$ cat src/lvc_map.vh
`ifndef LVC_MAP_VH
`define LVC_MAP_VH

// ****************************************************************
// Register offsets
// ****************************************************************
`define LVC_ADDR_CTRL       8'h00
`define LVC_ADDR_SERIAL     8'h04
`define LVC_ADDR_PHASE      8'h08
`define LVC_ADDR_STATUS     8'h0c
`define LVC_ADDR_COUNTERS   8'h10

// ****************************************************************
// Field positions and reset values
// ****************************************************************
`define LVC_CTRL_RUN        0
`define LVC_CTRL_USE_LO     1
`define LVC_CTRL_SPLIT      3
`define LVC_SER_WIDTH_LO    0
`define LVC_SER_BAND_LO     4
`define LVC_CTRL_RST        4'h0
`define LVC_SERIAL_RST      7'h04
`define LVC_PHASE_RST       8'h00

// Usage of the loop
`define LVC_USE_TX          2'h1
`define LVC_USE_RX          2'h2
`define LVC_USE_BOTH        2'h3

// Width codes
`define LVC_W_X1            3'h0
`define LVC_W_X2            3'h1
`define LVC_W_X4            3'h2
`define LVC_W_X7            3'h3
`define LVC_W_X8            3'h4
`define LVC_W_X10           3'h5

// Counter limits
`define LVC_M_MAX           8'h20
`define LVC_N_VAL           8'h01

// ****************************************************************
// Timing
// ****************************************************************
`define LVC_SYS_PERIOD_NS   100
`define LVC_REF_LOSS_NS     6400
`define LVC_LOOP_RST_NS     1600
`define LVC_REF_LOSS_CYC    (`LVC_REF_LOSS_NS / `LVC_SYS_PERIOD_NS)
`define LVC_LOOP_RST_CYC    ((`LVC_LOOP_RST_NS + `LVC_SYS_PERIOD_NS - 1) / `LVC_SYS_PERIOD_NS)
`define LVC_LOCK_PERIODS    4
`define LVC_FAST_RATIO      8
`endif

$ cat src/lvc_counter_rom.v
`timescale 1ns/1ps
`include "lvc_map.vh"
module lvc_counter_rom
(
    input  wire       i_clk_sys,     // System clock
    input  wire       i_reset,       // Sync reset, high
    input  wire       i_clk_en,      // Clock enable
    input  wire [2:0] i_width,       // Width code
    input  wire [2:0] i_band,        // Rate band
    output reg  [7:0] o_n,           // Divider
    output reg  [7:0] o_m,           // Multiplier
    output reg  [7:0] o_g_fast,      // Fast post-scaler
    output reg  [7:0] o_g_slow,      // Slow post-scaler
    output reg        o_double_rate_io_register,        // Double-rate cells used
    output reg        o_valid        // Setting exists
);

    function [7:0] width_val;
        input [2:0] code;
        begin
            case (code)
                `LVC_W_X1:  width_val = 8'h01;
                `LVC_W_X2:  width_val = 8'h02;
                `LVC_W_X4:  width_val = 8'h04;
                `LVC_W_X7:  width_val = 8'h07;
                `LVC_W_X8:  width_val = 8'h08;
                `LVC_W_X10: width_val = 8'h0a;
                default:    width_val = 8'h00;
            endcase
        end
    endfunction

    reg [11:0] m_full;
    reg [7:0]  g_val;
    reg        is_x1;

    // Multiplier doubles per band, post-scaler per band
    always @*
    begin
        is_x1 = (i_width == `LVC_W_X1);
        if (is_x1)
            m_full = {4'h0, 8'h02} << i_band;
        else
            m_full = {4'h0, width_val(i_width)} << i_band;
        case (i_band)
            3'h0:    g_val = 8'h02;
            3'h1:    g_val = 8'h04;
            3'h2:    g_val = 8'h04;
            3'h3:    g_val = 8'h08;
            3'h4:    g_val = 8'h10;
            default: g_val = 8'h00;
        endcase
        if (is_x1)
            g_val = m_full[7:0];
    end

    always @(posedge i_clk_sys)
    begin
        if (i_reset)
        begin
            o_n      <= 8'h00;
            o_m      <= 8'h00;
            o_g_fast <= 8'h00;
            o_g_slow <= 8'h00;
            o_double_rate_io_register   <= 1'b0;
            o_valid  <= 1'b0;
        end
        else if (i_clk_en)
        begin
            o_n      <= `LVC_N_VAL;
            o_m      <= m_full[7:0];
            o_g_fast <= g_val;
            o_g_slow <= m_full[7:0];
            o_double_rate_io_register   <= !is_x1;
            o_valid  <= (m_full <= {4'h0, `LVC_M_MAX}) && (g_val != 8'h00)
                        && (width_val(i_width) != 8'h00);
        end
    end

endmodule // lvc_counter_rom

$ cat src/lvc_clocking.v
`timescale 1ns/1ps
`include "lvc_map.vh"
module lvc_clocking #(
    parameter PW         = 8,                     // Period counter width
    parameter LOSS_CYC   = `LVC_REF_LOSS_CYC,     // Reference loss timeout
    parameter RST_CYC    = `LVC_LOOP_RST_CYC,     // Loop reset length
    parameter LOCK_PER   = `LVC_LOCK_PERIODS      // Stable periods to lock
)
(
    input  wire        i_clk_sys,      // System clock 10 MHz
    input  wire        i_reset,        // Sync reset, high
    input  wire        i_clk_en,       // Clock enable, freezes state
    input  wire        i_loop_ref,     // Reference clock pin
    input  wire        i_psel,         // APB select
    input  wire        i_penable,      // APB enable
    input  wire        i_pwrite,       // APB direction
    input  wire [7:0]  i_paddr,        // APB address
    input  wire [31:0] i_pwdata,       // APB write data
    output reg         o_pready,       // APB ready
    output reg  [31:0] o_prdata,       // APB read data
    output reg         o_pslverr,      // APB error
    output reg         o_fast_clock,   // Fast clock, 4x reference
    output reg         o_slow_clock,   // Slow clock, 1x reference
    output reg         o_fwd_clk_p,    // Forwarded clock, true
    output reg         o_fwd_clk_n,    // Forwarded clock, complement
    output reg         o_loop_reset,   // Loop reset, high
    output reg         o_locked,       // Lock indicator
    output reg         o_no_comp,      // Uncompensated mode selected
    output reg         o_double_rate_io_register_en,      // Double-rate cells in use
    output reg         o_serdes_en     // Serializer enable
);

    // ****************************************************************
    // Reference synchroniser and edge detect
    // ****************************************************************
    reg          ref_s1_r;
    reg          ref_s2_r;
    reg          ref_s3_r;
    wire         ref_rise = ref_s2_r & ~ref_s3_r;

    always @(posedge i_clk_sys)
    begin
        if (i_reset)
        begin
            ref_s1_r <= 1'b0;
            ref_s2_r <= 1'b0;
            ref_s3_r <= 1'b0;
        end
        else if (i_clk_en)
        begin
            ref_s1_r <= i_loop_ref;
            ref_s2_r <= ref_s1_r;
            ref_s3_r <= ref_s2_r;
        end
    end

    // ****************************************************************
    // Registers
    // ****************************************************************
    reg  [3:0]   ctrl_r;
    reg  [6:0]   serial_r;
    reg  [7:0]   phase_r;
    wire [7:0]   cnt_n;
    wire [7:0]   cnt_m;
    wire [7:0]   cnt_gf;
    wire [7:0]   cnt_gs;
    wire         cnt_double_rate_io_register;
    wire         cnt_valid;
    reg  [PW-1:0] period_r;
    reg          lost_r;
    reg  [31:0]  rdata_nxt;
    reg          err_nxt;
    wire [15:0]  period_ext = {{(16-PW){1'b0}}, period_r};

    wire         run      = ctrl_r[`LVC_CTRL_RUN];
    wire [1:0]   usage    = ctrl_r[`LVC_CTRL_USE_LO+1:`LVC_CTRL_USE_LO];
    wire         split    = ctrl_r[`LVC_CTRL_SPLIT];
    wire         split_err = split && (usage == `LVC_USE_BOTH);
    wire         use_ok   = (usage != 2'h0);
    wire         cfg_ok   = cnt_valid && use_ok && !split_err;
    wire         setup    = i_psel && !i_penable;
    wire         wr_ack   = i_psel && i_penable && o_pready && i_pwrite;
    wire         cfg_wr   = wr_ack && ((i_paddr == `LVC_ADDR_CTRL)
                            || (i_paddr == `LVC_ADDR_SERIAL) || (i_paddr == `LVC_ADDR_PHASE));

    always @*
    begin
        rdata_nxt = 32'h0000_0000;
        err_nxt   = 1'b0;
        case (i_paddr)
            `LVC_ADDR_CTRL:     rdata_nxt = {28'h0, ctrl_r};
            `LVC_ADDR_SERIAL:   rdata_nxt = {25'h0, serial_r};
            `LVC_ADDR_PHASE:    rdata_nxt = {24'h0, phase_r};
            `LVC_ADDR_STATUS:   rdata_nxt = {16'h0, period_ext[7:0], 1'b0, lost_r,
                                             split_err, cfg_ok, o_double_rate_io_register_en, o_no_comp,
                                             o_loop_reset, o_locked};
            `LVC_ADDR_COUNTERS: rdata_nxt = {cnt_gs, cnt_gf, cnt_m, cnt_n};
            default:            err_nxt = 1'b1;
        endcase
    end

    // Zero-wait slave: ready in the first access cycle
    always @(posedge i_clk_sys)
    begin
        if (i_reset)
        begin
            o_pready  <= 1'b0;
            o_prdata  <= 32'h0000_0000;
            o_pslverr <= 1'b0;
            ctrl_r    <= `LVC_CTRL_RST;
            serial_r  <= `LVC_SERIAL_RST;
            phase_r   <= `LVC_PHASE_RST;
        end
        else if (i_clk_en)
        begin
            o_pready  <= setup;
            o_pslverr <= setup && err_nxt;
            if (setup && !i_pwrite)
                o_prdata <= rdata_nxt;
            if (wr_ack)
            begin
                case (i_paddr)
                    `LVC_ADDR_CTRL:   ctrl_r   <= i_pwdata[3:0];
                    `LVC_ADDR_SERIAL: serial_r <= i_pwdata[6:0];
                    `LVC_ADDR_PHASE:  phase_r  <= i_pwdata[7:0];
                    default:          ctrl_r   <= ctrl_r;
                endcase
            end
        end
    end

    lvc_counter_rom u_rom (
        .i_clk_sys (i_clk_sys),
        .i_reset   (i_reset),
        .i_clk_en  (i_clk_en),
        .i_width   (serial_r[`LVC_SER_WIDTH_LO+2:`LVC_SER_WIDTH_LO]),
        .i_band    (serial_r[`LVC_SER_BAND_LO+2:`LVC_SER_BAND_LO]),
        .o_n       (cnt_n),
        .o_m       (cnt_m),
        .o_g_fast  (cnt_gf),
        .o_g_slow  (cnt_gs),
        .o_double_rate_io_register    (cnt_double_rate_io_register),
        .o_valid   (cnt_valid)
    );

    // ****************************************************************
    // Loop reset and lock tracking
    // ****************************************************************
    reg  [7:0]    rst_cnt_r;
    reg  [PW-1:0] pos_r;
    reg  [3:0]    lock_cnt_r;
    wire          loop_rst_nxt = !run || (rst_cnt_r != 8'h00) || !cfg_ok;

    always @(posedge i_clk_sys)
    begin
        if (i_reset)
        begin
            rst_cnt_r    <= 8'h00;
            o_loop_reset <= 1'b1;
            pos_r        <= {PW{1'b0}};
            period_r     <= {PW{1'b0}};
            lost_r       <= 1'b1;
            lock_cnt_r   <= 4'h0;
            o_locked     <= 1'b0;
            o_no_comp    <= 1'b0;
            o_double_rate_io_register_en    <= 1'b0;
        end
        else if (i_clk_en)
        begin
            o_loop_reset <= loop_rst_nxt;
            o_no_comp    <= (usage != `LVC_USE_TX);
            o_double_rate_io_register_en    <= cnt_double_rate_io_register;
            if (cfg_wr || (ref_rise && lost_r))
                rst_cnt_r <= RST_CYC[7:0];
            else if (rst_cnt_r != 8'h00)
                rst_cnt_r <= rst_cnt_r - 8'h01;
            if (ref_rise)
            begin
                pos_r    <= {PW{1'b0}};
                period_r <= pos_r + 1'b1;
                lost_r   <= 1'b0;
            end
            else if (pos_r == LOSS_CYC[PW-1:0])
                lost_r   <= 1'b1;
            else
                pos_r    <= pos_r + 1'b1;
            if (loop_rst_nxt || lost_r || (!ref_rise && pos_r == LOSS_CYC[PW-1:0]))
            begin
                lock_cnt_r <= 4'h0;
                o_locked   <= 1'b0;
            end
            else if (ref_rise)
            begin
                if ((pos_r + 1'b1) == period_r && period_r >= `LVC_FAST_RATIO)
                begin
                    if (lock_cnt_r == LOCK_PER[3:0])
                        o_locked   <= 1'b1;
                    else
                        lock_cnt_r <= lock_cnt_r + 4'h1;
                end
                else
                begin
                    lock_cnt_r <= 4'h0;
                    o_locked   <= 1'b0;
                end
            end
        end
    end

    // ****************************************************************
    // Fast and slow clock generation
    // ****************************************************************
    reg  [PW-1:0] slice_r;
    reg  [2:0]    half_r;
    reg           fast_nxt;
    wire [PW-1:0] half_len = (period_r < `LVC_FAST_RATIO) ? {{(PW-1){1'b0}}, 1'b1}
                             : (period_r >> 3);
    // Offset may land on the reference edge itself
    wire          align    = (pos_r == phase_r[PW-1:0]);
    wire          run_clk  = o_locked || (lock_cnt_r != 4'h0);

    always @*
    begin
        fast_nxt = o_fast_clock;
        if (align)
            fast_nxt = 1'b1;
        else if (slice_r == half_len - 1'b1)
            fast_nxt = ~o_fast_clock;
    end

    always @(posedge i_clk_sys)
    begin
        if (i_reset)
        begin
            slice_r      <= {PW{1'b0}};
            half_r       <= 3'h0;
            o_fast_clock <= 1'b0;
            o_slow_clock <= 1'b0;
            o_fwd_clk_p  <= 1'b0;
            o_fwd_clk_n  <= 1'b1;
            o_serdes_en  <= 1'b0;
        end
        else if (i_clk_en)
        begin
            o_serdes_en <= o_locked && !o_loop_reset && cfg_ok;
            if (!run_clk)
            begin
                slice_r      <= {PW{1'b0}};
                half_r       <= 3'h0;
                o_fast_clock <= 1'b0;
                o_slow_clock <= 1'b0;
                o_fwd_clk_p  <= 1'b0;
                o_fwd_clk_n  <= 1'b1;
            end
            else if (align)
            begin
                // Restart both clocks on one shared phase point
                slice_r      <= {PW{1'b0}};
                half_r       <= 3'h0;
                o_fast_clock <= 1'b1;
                o_slow_clock <= 1'b1;
                o_fwd_clk_p  <= 1'b1;
                o_fwd_clk_n  <= 1'b0;
            end
            else
            begin
                if (slice_r == half_len - 1'b1)
                begin
                    slice_r      <= {PW{1'b0}};
                    half_r       <= half_r + 3'h1;
                    o_fast_clock <= fast_nxt;
                    if (half_r == 3'h3 || half_r == 3'h7)
                        o_slow_clock <= ~o_slow_clock;
                end
                else
                    slice_r <= slice_r + 1'b1;
                // Double-rate cell: high half drives one, low half drives zero
                o_fwd_clk_p <= fast_nxt ? 1'b1 : 1'b0;
                o_fwd_clk_n <= fast_nxt ? 1'b0 : 1'b1;
            end
        end
    end

endmodule // lvc_clocking

$ cat config.mk
export PLATFORM = sky130hd
export DESIGN_NAME = lvc_clocking
export DESIGN_NICKNAME = d
export VERILOG_FILES = /design/src/lvc_counter_rom.v /design/src/lvc_clocking.v
export VERILOG_INCLUDE_DIRS = /design/src
export SDC_FILE = /design/constraint.sdc
export NUM_CORES = 1
export LEC_CHECK = 0
export BUFFER_PORTS_ARGS = -buffer_cell sky130_fd_sc_hd__buf_2
export CORE_AREA = 2 2 111 113
export CTS_CLUSTER_SIZE = 40
export DETAILED_ROUTE_END_ITERATION = 12
export DIE_AREA = 0 0 113 115
export GPL_ROUTABILITY_DRIVEN = 0
export MAX_ROUTING_LAYER = met4
export PLACE_DENSITY = 0.77
export SLEW_MARGIN = 30
export SYNTH_ARGS = -nofsm -noshare
export SYNTH_HDL_FRONTEND = slang
export SYNTH_HIERARCHICAL = 1
export SYNTH_SLANG_ARGS = --single-unit
$ cat constraint.sdc
create_clock -name i_clk_sys -period 4 [get_ports i_clk_sys]
set_input_delay 0.6 -clock i_clk_sys [delete_from_list [all_inputs] [get_ports i_clk_sys]]
set_output_delay 0.6 -clock i_clk_sys [all_outputs]
set_load 0.03 [all_outputs]
* Word-level counts from Yosys, hierarchy flattened
Index checks and enable logic that the tools add are counted.
** Word-level totals
- Output and inout port bits :: 43
- Register bits :: 124
- Word-level logic and storage cells :: 177
- Bits of input ports :: 47
** Operators by class
- Reductions and logical operators :: 59
- Order comparisons :: 3
- Bitwise operators :: 4
- Equality and inequality tests :: 27
- Multiplexer cells :: 46
- Add/sub/neg operators :: 6
- Shift operators :: 2
** Operators with widths (count)
- case mux 32 bit (5 select lines) :: 1
- 2-to-1 mux 8 bit :: 11
- equality test 8 bit :: 3
- case mux 4 bit (6 select lines) :: 1
- nonzero test 8 bit :: 3
- 2-to-1 mux 1 bit :: 22
- case mux 4 bit (5 select lines) :: 1
- case mux 5 bit (4 select lines) :: 1
- AND reduction 3 bit :: 6
- logical AND 1 bit :: 17
- adder 8 x 1 -> 8 bit, second input constant :: 2
- equality test 8 x 4 -> 1 bit, second input constant :: 2
- 2-to-1 mux 4 bit :: 4
- equality test 3 x 2 -> 1 bit, second input constant :: 5
- equality test 3 bit, second input constant :: 4
- less-or-equal comparator 12 x 6 -> 1 bit, second input constant :: 1
- 2-to-1 mux 12 bit :: 1
- AND reduction 2 bit :: 6
- left shift 2 x 3 -> 12 bit, first input constant :: 1
- left shift 8 x 3 -> 12 bit :: 1
- logical OR 1 bit :: 9
- 2-to-1 mux 3 bit :: 3
- inequality test 3 x 2 -> 1 bit, second input constant :: 3
- equality test 8 x 3 -> 1 bit, second input constant :: 1
- other kinds (24) :: 38

* Logic depth before layout (Yosys ltp)
Gate-level depths: netlist of run 1.
- Word-level depth :: 10
- Mapped depth :: 10
- Gate-level depth less buffers :: 9

* By module
Netlist of run 1, hierarchy kept.
** Modules (own cells, without submodules)
- lvc_clocking :: cells an instance 603, area each 5175.0 um^2, instances 1, seq. area each 2082.0 um^2
- lvc_counter_rom :: cells an instance 141, area each 1151.1 um^2, instances 1, seq. area each 380.4 um^2

* Worst setup path before layout of run 1
Ideal clock, no wire load.
- Path kind :: reg-to-reg
- From :: register period_r[5]
- To :: register o_fwd_clk_n
- Stages on the path, launching flop included :: 11
- Buffers on the path :: 1
- Library setup time :: 0.122 ns
- Slack :: 1.666 ns
- Required time :: 3.878 ns
- Period minus slack after synthesis :: 2.334 ns
- Arrival :: 2.212 ns
- Path through :: dfxtp_1 buf_6 nor4_2 nor2_1 ha_1 xnor2_1 nor4_1 nand3_1 nor3_4 xnor2_1 a221o_1
** On the way
- Longest elaborated chain between the ends :: 9
** RTL lines
- start: declaration :: RTL line lvc_clocking.v:69 : reg [PW-1:0] period_r;
- start signal: assignment :: RTL line lvc_clocking.v:161 : period_r <= {PW{1'b0}};
- start signal: assignment :: RTL line lvc_clocking.v:180 : period_r <= pos_r + 1'b1;
- less-than comparator 8 x 4 -> 1 bit (no line)
- 2-to-1 mux 5 bit * :: RTL line lvc_clocking.v:216 : wire [PW-1:0] half_len = (period_r < `LVC_FAST_RATIO) ? {{(PW-1){1'b0}}, 1'b1}
- subtractor 5 x 1 -> 6 bit * :: RTL line lvc_clocking.v:227 : else if (slice_r == half_len - 1'b1)
- equality test 8 bit * :: RTL line lvc_clocking.v:227
- 2-to-1 mux 1 bit * :: RTL line lvc_clocking.v:227
- 2-to-1 mux 1 bit * :: RTL line lvc_clocking.v:225 : if (align)
- 2-to-1 mux 1 bit * :: RTL line lvc_clocking.v:279 : o_fwd_clk_n <= fast_nxt ? 1'b0 : 1'b1;
- 2-to-1 mux 1 bit * :: RTL line lvc_clocking.v:255 : else if (align)
- 2-to-1 mux 1 bit * :: RTL line lvc_clocking.v:246 : if (!run_clk)
- end signal: assignment :: RTL line lvc_clocking.v:279
- end: declaration :: RTL line lvc_clocking.v:25 : output reg o_fwd_clk_n,
Mark *: on every way between the ends. The rest lies on a longest branch, timed or not.
A chain may end at the register's enable or synchronous reset.

* Worst setup path after layout of run 1
- From :: register period_r[5]
- To :: register half_r[1]
** On the way
- Longest elaborated chain between the ends :: 6
** RTL lines
- less-than comparator 8 x 4 -> 1 bit (no line)
- 2-to-1 mux 5 bit * :: RTL line lvc_clocking.v:216
- subtractor 5 x 1 -> 6 bit * :: RTL line lvc_clocking.v:267 : if (slice_r == half_len - 1'b1)
- equality test 8 bit * :: RTL line lvc_clocking.v:267
- inequality test 3 x 2 -> 1 bit (no line) *
- AND reduction 2 bit (no line) *
- end signal: assignment :: RTL line lvc_clocking.v:270 : half_r <= half_r + 3'h1;
- end: declaration :: RTL line lvc_clocking.v:214 : reg [2:0] half_r;
Marks and branches as above.

==> impl_metrics.yaml, run 1 <==
power_and_ir_drop:
  power_frac_comb_pct: 11.3
  swShare_pct: 26.1
  ir_drop_v: 0.000340
  clockPowerShare_pct: 47.7
  powerDensity_nw_per_um2: 445
  cellInternalPower_mw: 2.36
  p_leak_nw: 2.92
  p_sw_mw: 0.833
  share_of_power_burned_in_registers_pct: 41.1
  fin_total_pwr_mw: 3.20
global_route:
  globalRoute.totalOverflow: 0
  antenna_violations_before_repair: 0
  first_global_vias: 5226
  groute.usage.overall_pct: 25.6
  grt_pass1_wl_mm: 25.8
  grt_max_degree: 89
floorplan:
  die_outline_area_sq_um: 13000
  die_x_um: 113
  placeableCoreArea_sq_um: 11800
  floorplan.initialDensity_pct: 53.6
  dieHeight_um: 115
  core.rowCount: 40
  pin_count: 90
logic_synthesis:
  synth-adder-area-share_pct: 2.18
  yosys.area.top_type: "sky130_fd_sc_hd__dfxtp_1"
  post_synthesis_cells: 744
  async_flop_share_pct: 0
  synthFlopType: "sky130_fd_sc_hd__dfxtp_1"
  post_synth_xor_area_fraction_pct: 5.62
  synth.most_common_cell: "sky130_fd_sc_hd__dfxtp_1"
  synth_top_family_by_area: "simple AND/OR/NAND/NOR gates"
  netlist.area_leader.share_pct: 38.9
  postSynthAreaPerCell_sq_um: 8.50
  seq_area_frac_synth_pct: 38.9
  synth_top_cells_by_count: "sky130_fd_sc_hd__dfxtp_1, sky130_fd_sc_hd__nor2_1, sky130_fd_sc_hd__nand2_1, sky130_fd_sc_hd__a21oi_1, sky130_fd_sc_hd__mux2i_1"
  ys_ff_latch: 123
  synth_simple_gate_area_share_pct: 24.3
  synth_mux_area_share_pct: 6.05
  synth_cell_area_sq_um: 6330
  synthesis.yosys.warnings: 6
  synthDistinctLibCells: 76
  synth_enable_flop_cells: 0
  synth_top_cells_by_area: "sky130_fd_sc_hd__dfxtp_1, sky130_fd_sc_hd__nor2_1, sky130_fd_sc_hd__mux2i_1"
  synth_compound_area_share_pct: 16.3
timing:
  final_min_period_over_clock_period_pct: 70.0
  slew_violations: 0
  tightestPinTransition_ns: 0.908
  final_period_minus_worst_setup_slack_ns: 2.80
  grt_setup_unrepaired: "no"
  setup-violations-final: 0
  max_clock_freq_mhz: 357
  worst_clock_skew_ns: 0.00614
  finalHoldViolations: 0
  slew_headroom_pct: 39.5
  totalNegativeSetupSlack_ns: 0
cts:
  cts_inserted_buffers: 17
  worstSkewPairLatency_ns: 0.42
  cts_buffer_depth: 2
  clock_root_buffer: "sky130_fd_sc_hd__clkbuf_16"
  cts_max_level: 4
  clk_pin_slew_ns: 0.06
  tritoncts: "yes"
  clkSinkCount: 123
  cts.repair_timing.setup_buffer_count: 0
  cts_hold_buffers: 0
  cts.repair.resized: 0
finish:
  postLayoutCellArea_sq_um: 7180
  post_route_cells_drive_above_1_share_pct: 15.2
  areaGrowthSynthToFinish_pct: 13.5
  num-nets-final: 833
  antennaDiodeCount: 0
setup_path:
  critical_path.max_stage_delay_ns: 0.42
  critical_path.endpoint_type: "flop"
  worst_path_maximum_fanout: 9
  crit_chain: "nor4_2, nor2_1, ha_1, nand2b_1, a21boi_0, o31ai_1, nor3_4, o22a_1, o21ai_0"
  cp_max_delay_cell: "sky130_fd_sc_hd__dfxtp_1"
  reg2reg_capture_point: "half_r[1]"
  worstSetupStartpointType: "flop"
  cp.arrival_ns: 3.10
  crit_path_start: "period_r[5]"
  reg2reg_from: "period_r[5]"
  rr_worst_depth: 9
  r2r_setup_slack_ns: 1.20
  crit_path_end: "half_r[1]"
  cp_data_required_time_ns: 4.30
  worst-setup-path-type: "flop to flop"
hold_path:
  hold_path.class: "input port to flop"
place:
  place.port_buffers: 65
  dp_hpwl_mm: 10.9
  post_dp_cell_area_sq_um: 6580
outcome:
  status: "finished, violations left"
  failing_checks: "design-rule violations"
route:
  drt_drc_violations_left: 4
  post_drt_via_cell_ratio: 5.92
  wire_per_inst_um: 16.6
  drt_iter0_drc: 525
  totalWireLength_mm: 15.6
  detail-route-antenna-nets: 0
  vias: 5538
  drt_pass1_iterations: 9
flow_run:
  max_cap_viols: 0
worst max-delay path: cells and delay by family, from the launching register on:
| kind | cells | cell delay, ns |
|---|---|---|
| and+or+nand+nor | 4 | 1.07 |
| AOI/OAI and AO/OA | 4 | 0.92 |
| DFF | 1 | 0.42 |
| adders and majority gates | 1 | 0.26 |
cells by family after synthesis:
group	after synthesis
compound gates	147
fa+ha+maj	11
xor+xnor	39
simple gates	299
other cells	1
flops	123
mux	38
buf+inv	86
state kept, by name (all words and copies together), names as in the netlist, 2 cells and up:
| name | cells |
|---|---|
| u_rom/o_m | 8 |
| phase_r | 8 |
| serial_r | 7 |
| half_r | 2 |
| pos_r | 8 |
| u_rom/o_g_fast | 8 |
| ctrl_r | 4 |
| lock_cnt_r | 4 |
| period_r | 8 |
| o_prdata | 32 |
| slice_r | 8 |
| rst_cnt_r | 8 |
power by group through the flow:
stage | clock network (mW) | registers (mW) | logic [mW]
2_1_floorplan | 0 | 1.35 | 0.269
6_report | 1.52 | 1.31 | 0.360
5_1_grt | 1.60 | 1.32 | 0.405
3_5_place_dp | 0 | 1.34 | 0.357
3_3_place_gp | 0 | 1.34 | 0.341
4_1_cts | 1.54 | 1.31 | 0.360
per-layer routing:
layer	up-vias	global-route usage (%)	wire [um]
li1	2692	-	-
met1	2619	33.3	6820
met2	196	39.4	7330
met3	31	5.27	1030
met4	0	10.2	375
met5	-	-	0
worst min path at each step:
stage,slack (ns),from,cells after the start,end
final,0.42,i_pwdata[7],3,phase_r[7]
after global routing,0.43,i_pwdata[2],2,serial_r[2]
after CTS,0.41,i_pwdata[7],3,phase_r[7]
after detailed placement,0.44,o_prdata[20],2,o_prdata[20]
after global placement,0.44,o_prdata[16],2,o_prdata[16]
after floorplan,0.43,u_rom/o_g_fast[0],1,u_rom/o_g_fast[0]
final cells by class:
cell class / instances / area, sq um
clock inverters: 13 / 144
multi-input cells: 541 / 3480
repair buffers: 73 / 388
flip-flops and latches: 123 / 2460
inverters: 19 / 71.3
fillers: 1007 / 4630
clock buffers: 19 / 453
well taps: 147 / 184
stage by stage:
stage,setup WS (ns),hold WS [ns],instances,util [%]
after global placement,1.24,0.436,903,55.7
final,1.20,0.416,935,60.8
after global routing,0.925,0.432,935,60.8
after floorplan,1.67,0.429,750,-
after CTS,1.20,0.407,935,60.8
after detailed placement,1.21,0.441,903,55.7
cell usage in the layout (no fill, tap or decap), types with 8 or more instances in the layout:
master	n
sky130_fd_sc_hd__nor2b_1	10
sky130_fd_sc_hd__nor2_1	97
sky130_fd_sc_hd__a21oi_1	46
sky130_fd_sc_hd__inv_1	18
sky130_fd_sc_hd__nand4_1	8
sky130_fd_sc_hd__o21ai_0	13
sky130_fd_sc_hd__xnor2_1	12
sky130_fd_sc_hd__dfxtp_1	123
sky130_fd_sc_hd__a221oi_1	14
sky130_fd_sc_hd__buf_4	9
sky130_fd_sc_hd__nand2_1	63
sky130_fd_sc_hd__a211oi_1	20
sky130_fd_sc_hd__xor2_1	26
sky130_fd_sc_hd__mux2i_1	36
sky130_fd_sc_hd__clkbuf_16	17
sky130_fd_sc_hd__buf_2	64
sky130_fd_sc_hd__and3_1	9
sky130_fd_sc_hd__nor3_1	26
sky130_fd_sc_hd__ha_1	11
sky130_fd_sc_hd__nand3_1	27
No activity file was read; power rests on OpenSTA's default activity.
==> inputs of run 2 (changes only) <==
--- a/config.mk
+++ b/config.mk
@@ -6,11 +6,12 @@
 export SDC_FILE = /design/constraint.sdc
 export NUM_CORES = 1
 export LEC_CHECK = 0
+export ABC_AREA = 1
 export BUFFER_PORTS_ARGS = -buffer_cell sky130_fd_sc_hd__buf_2
-export CORE_AREA = 2 2 111 113
+export CORE_AREA = 2 2 112 114
 export CTS_CLUSTER_SIZE = 40
 export DETAILED_ROUTE_END_ITERATION = 12
-export DIE_AREA = 0 0 113 115
+export DIE_AREA = 0 0 114 116
 export GPL_ROUTABILITY_DRIVEN = 0
 export MAX_ROUTING_LAYER = met4
 export PLACE_DENSITY = 0.77
==> constraint.sdc (replaced) <==
create_clock -name i_clk_sys -period 2.85 [get_ports i_clk_sys]
set_input_delay 0.4275 -clock i_clk_sys [delete_from_list [all_inputs] [get_ports i_clk_sys]]
set_output_delay 0.4275 -clock i_clk_sys [all_outputs]
set_load 0.03 [all_outputs]
==> run 2 against run 1 <==
  * The run now ends clean
  * Clock skew increased by 0.0015 ns
  * Core utilization increased by 1.3 points
  * Global-route usage is 1.2 points higher
  * Sequential share of layout area down 0.99 points
  * First-iteration DRC count down 22%
  * Non-clock buffer count grew 3
  * Area after synthesis rose by 2.1%
  * Power up 51%
  * Synthesized cell count up 22%
  * Clock power is 48% higher
  * Largest power group unchanged
==> impl_metrics.yaml, run 2 <==
global_route:
  groute.usage.overall_pct: 26.9
  grt_max_degree: 44
  global_route.usage.met1_pct: 34.7
  globalRoute.totalOverflow: 0
  use_met3_pct: 5.75
  use_met2_pct: 41.6
  first_global_vias: 5761
  grt_pass1_wl_mm: 27.3
  grt_most_used_layer: "met2"
  antenna_violations_before_repair: 0
timing:
  max_clock_freq_mhz: 453
  final_min_period_over_clock_period_pct: 77.5
  slew_violations: 0
  tightestPinTransition_ns: 0.644
  finalHoldViolations: 0
  setup-violations-final: 0
  grt_setup_unrepaired: "no"
  totalNegativeSetupSlack_ns: 0
  slew_headroom_pct: 57.1
  worst_clock_skew_ns: 0.00766
  final_period_minus_worst_setup_slack_ns: 2.21
floorplan:
  floorplan.initialDensity_pct: 54.2
  placeableCoreArea_sq_um: 11900
  core.rowCount: 40
  die_outline_area_sq_um: 13200
  dieHeight_um: 116
  pin_count: 90
  die_x_um: 114
setup_path:
  critical_path_buf_inv_count: 2
  cp_data_required_time_ns: 3.15
  cpLargestDelayFamily: "simple AND/OR/NAND/NOR gates"
  cp_num_cells: 14
  r2r_setup_slack_ns: 0.64
  critical_path.max_stage_delay_ns: 0.37
  rr_worst_depth: 14
  cpMostUsedCell: "sky130_fd_sc_hd__nand2_1"
  cp_max_delay_cell: "sky130_fd_sc_hd__dfxtp_1"
  reg2reg_from: "period_r[5]"
  critical_path.endpoint_type: "flop"
  cp.arrival_ns: 2.51
  crit_chain: "nor2_2, nand2_1, nand2_1, inv_1, ha_1, xnor2_1, inv_1, nand3_1, nor2_1, nand4_1, nand2_1, nand2_2, nand2_2, nor3b_2"
  worst_path_maximum_fanout: 7
  worstSetupStartpointType: "flop"
  worst-setup-path-type: "flop to flop"
  reg2reg_capture_point: "slice_r[0]"
power_and_ir_drop:
  powerDensity_nw_per_um2: 652
  ir_drop_v: 0.000379
  fin_total_pwr_mw: 4.82
  p_leak_nw: 3.32
finish:
  num-nets-final: 1020
  largest-register: "o_prdata"
  mostFrequentLayoutCell: "sky130_fd_sc_hd__nand2_1"
  areaGrowthSynthToFinish_pct: 14.5
  nFillCells: 1083
  antennaDiodeCount: 0
  layout_common_cells: "sky130_fd_sc_hd__nand2_1, sky130_fd_sc_hd__dfxtp_1, sky130_fd_sc_hd__nor2_1"
  largest_register_ffs: 32
  post_route_cells_drive_above_1_share_pct: 19.3
cts:
  cts_inserted_buffers: 17
  worstSkewPairLatency_ns: 0.42
  tritoncts: "yes"
  clk_pin_slew_ns: 0.05
  cts.repair_timing.setup_buffer_count: 0
  cts_hold_buffers: 0
  clock_root_buffer: "sky130_fd_sc_hd__clkbuf_16"
  clkSinkCount: 123
  cts_max_level: 4
  cts_buffer_depth: 2
  cts.repair.resized: 0
logic_synthesis:
  postSynthAreaPerCell_sq_um: 7.09
  async_flop_share_pct: 0
  synth_top_cells_by_count: "sky130_fd_sc_hd__nand2_1, sky130_fd_sc_hd__dfxtp_1, sky130_fd_sc_hd__nor2_1, sky130_fd_sc_hd__a21oi_1, sky130_fd_sc_hd__inv_1"
  post_synth_xor_area_fraction_pct: 3.06
  seq_area_frac_synth_pct: 38.1
  yosys.area.top_type: "sky130_fd_sc_hd__dfxtp_1"
  synth.most_common_cell: "sky130_fd_sc_hd__nand2_1"
  synthFlopType: "sky130_fd_sc_hd__dfxtp_1"
  synth_mux_area_share_pct: 0
  post_synthesis_cells: 911
  synth_cell_area_sq_um: 6460
  netlist.area_leader.share_pct: 38.1
  synth-adder-area-share_pct: 2.13
  synth_enable_flop_cells: 0
  synth_top_family_by_area: "simple AND/OR/NAND/NOR gates"
  synth_simple_gate_area_share_pct: 29.4
  synth_top_cells_by_area: "sky130_fd_sc_hd__dfxtp_1, sky130_fd_sc_hd__nand2_1, sky130_fd_sc_hd__a21oi_1"
  synth_compound_area_share_pct: 16.8
  ys_ff_latch: 123
  synthDistinctLibCells: 48
  synthesis.yosys.warnings: 6
route:
  drt_iter0_drc: 411
  vias: 6130
  totalWireLength_mm: 16.4
  wire_per_inst_um: 14.6
  post_drt_via_cell_ratio: 5.46
  drt_drc_violations_left: 0
  detail-route-antenna-nets: 0
  drt_pass1_iterations: 6
place:
  place.port_buffers: 65
  dp_hpwl_mm: 11.4
hold_path:
  min_path_cells: 3
  min-delay-start: "i_loop_ref"
  timing.hold.worst_endpoint: "ref_s1_r"
  hold_path.class: "input port to flop"
flow_run:
  max_cap_viols: 0
outcome:
  status: "finished, final reports clean"
run 2: changes by cell type in the layout (fill, tap and decap cells not counted), moves of 12 or more:
cell / change
sky130_fd_sc_hd__nand2_1: +104
sky130_fd_sc_hd__a21oi_1: +43
sky130_fd_sc_hd__o21ai_0: +67
sky130_fd_sc_hd__nand2_2: +23
sky130_fd_sc_hd__inv_2: +14
sky130_fd_sc_hd__inv_1: +66
sky130_fd_sc_hd__nor2_2: +12
sky130_fd_sc_hd__xor2_1: -12
sky130_fd_sc_hd__nor3_1: -14
sky130_fd_sc_hd__a211oi_1: -17
sky130_fd_sc_hd__mux2i_1: -36
run 2: routing by layer:
layer | wire [um] | up-vias
li1 | - | 3062
met1 | 7610 | 2808
met2 | 7350 | 221
met3 | 1110 | 39
met4 | 301 | 0
met5 | 0 | -
run 2: worst max-delay path by stage:
stage                 from            to  slack, ns
6_report       period_r[5]    slice_r[0]       0.64
5_1_grt        period_r[5]     half_r[1]       0.39
3_3_place_gp      i_clk_en  o_prdata[24]       0.64
3_5_place_dp      i_clk_en  o_prdata[24]       0.61
4_1_cts        period_r[5]    slice_r[0]       0.63
2_1_floorplan  period_r[4]     half_r[0]       0.97
run 2: power by group:
| part | switching (mW) | total (mW) | leakage, nW | internal (mW) |
|---|---|---|---|---|
| registers | 0.0809 | 1.90 | 1.00 | 1.82 |
| clock network | 0.772 | 2.25 | 0.302 | 1.48 |
| logic | 0.429 | 0.679 | 2.01 | 0.250 |
| total | 1.28 | 4.82 | 3.32 | 3.54 |
run 2: layout make-up:
class | instances | area [sq um] | share of cell area (%)
multi-input combinational | 643 | 3340 | 45.2
sequential | 123 | 2460 | 33.3
clock buffer | 19 | 443 | 5.99
timing repair buffer | 76 | 408 | 5.52
inverter | 101 | 379 | 5.13
tap | 147 | 184 | 2.49
clock inverter | 13 | 174 | 2.35
run 2: cells by family (layout without fill, tap and decap cells):
family / Yosys count / after routing
buffers and inverters: 151 / 209
xor gates and xnor gates: 21 / 21
adders and majority gates: 11 / 11
other: 1 / 7
DFF: 123 / 123
and+or+nand+nor: 406 / 406
AOI/OAI and AO/OA: 198 / 198
run 2: worst reg2reg max path: cells and delay by family, from the launching register on:
family | cells | cell delay, ns
buffers and inverters | 2 | 0.14
xor gates and xnor gates | 1 | 0.13
and+or+nand+nor | 10 | 1.15
adders and majority gates | 1 | 0.31
DFF | 1 | 0.37
run 2: through the flow:
step                cell area, sq um  utilization, %  hold WS (ns)  instances  setup slack [ns]
global placement                6780            56.9         0.433       1090             0.636
global route                    7390            62.1         0.273       1122             0.386
detailed placement              6780            56.9         0.432       1090             0.612
CTS                             7390            62.1         0.241       1122             0.631
floorplan                       6480               -         0.419        917             0.970
finish                          7390            62.1         0.244       1122             0.642
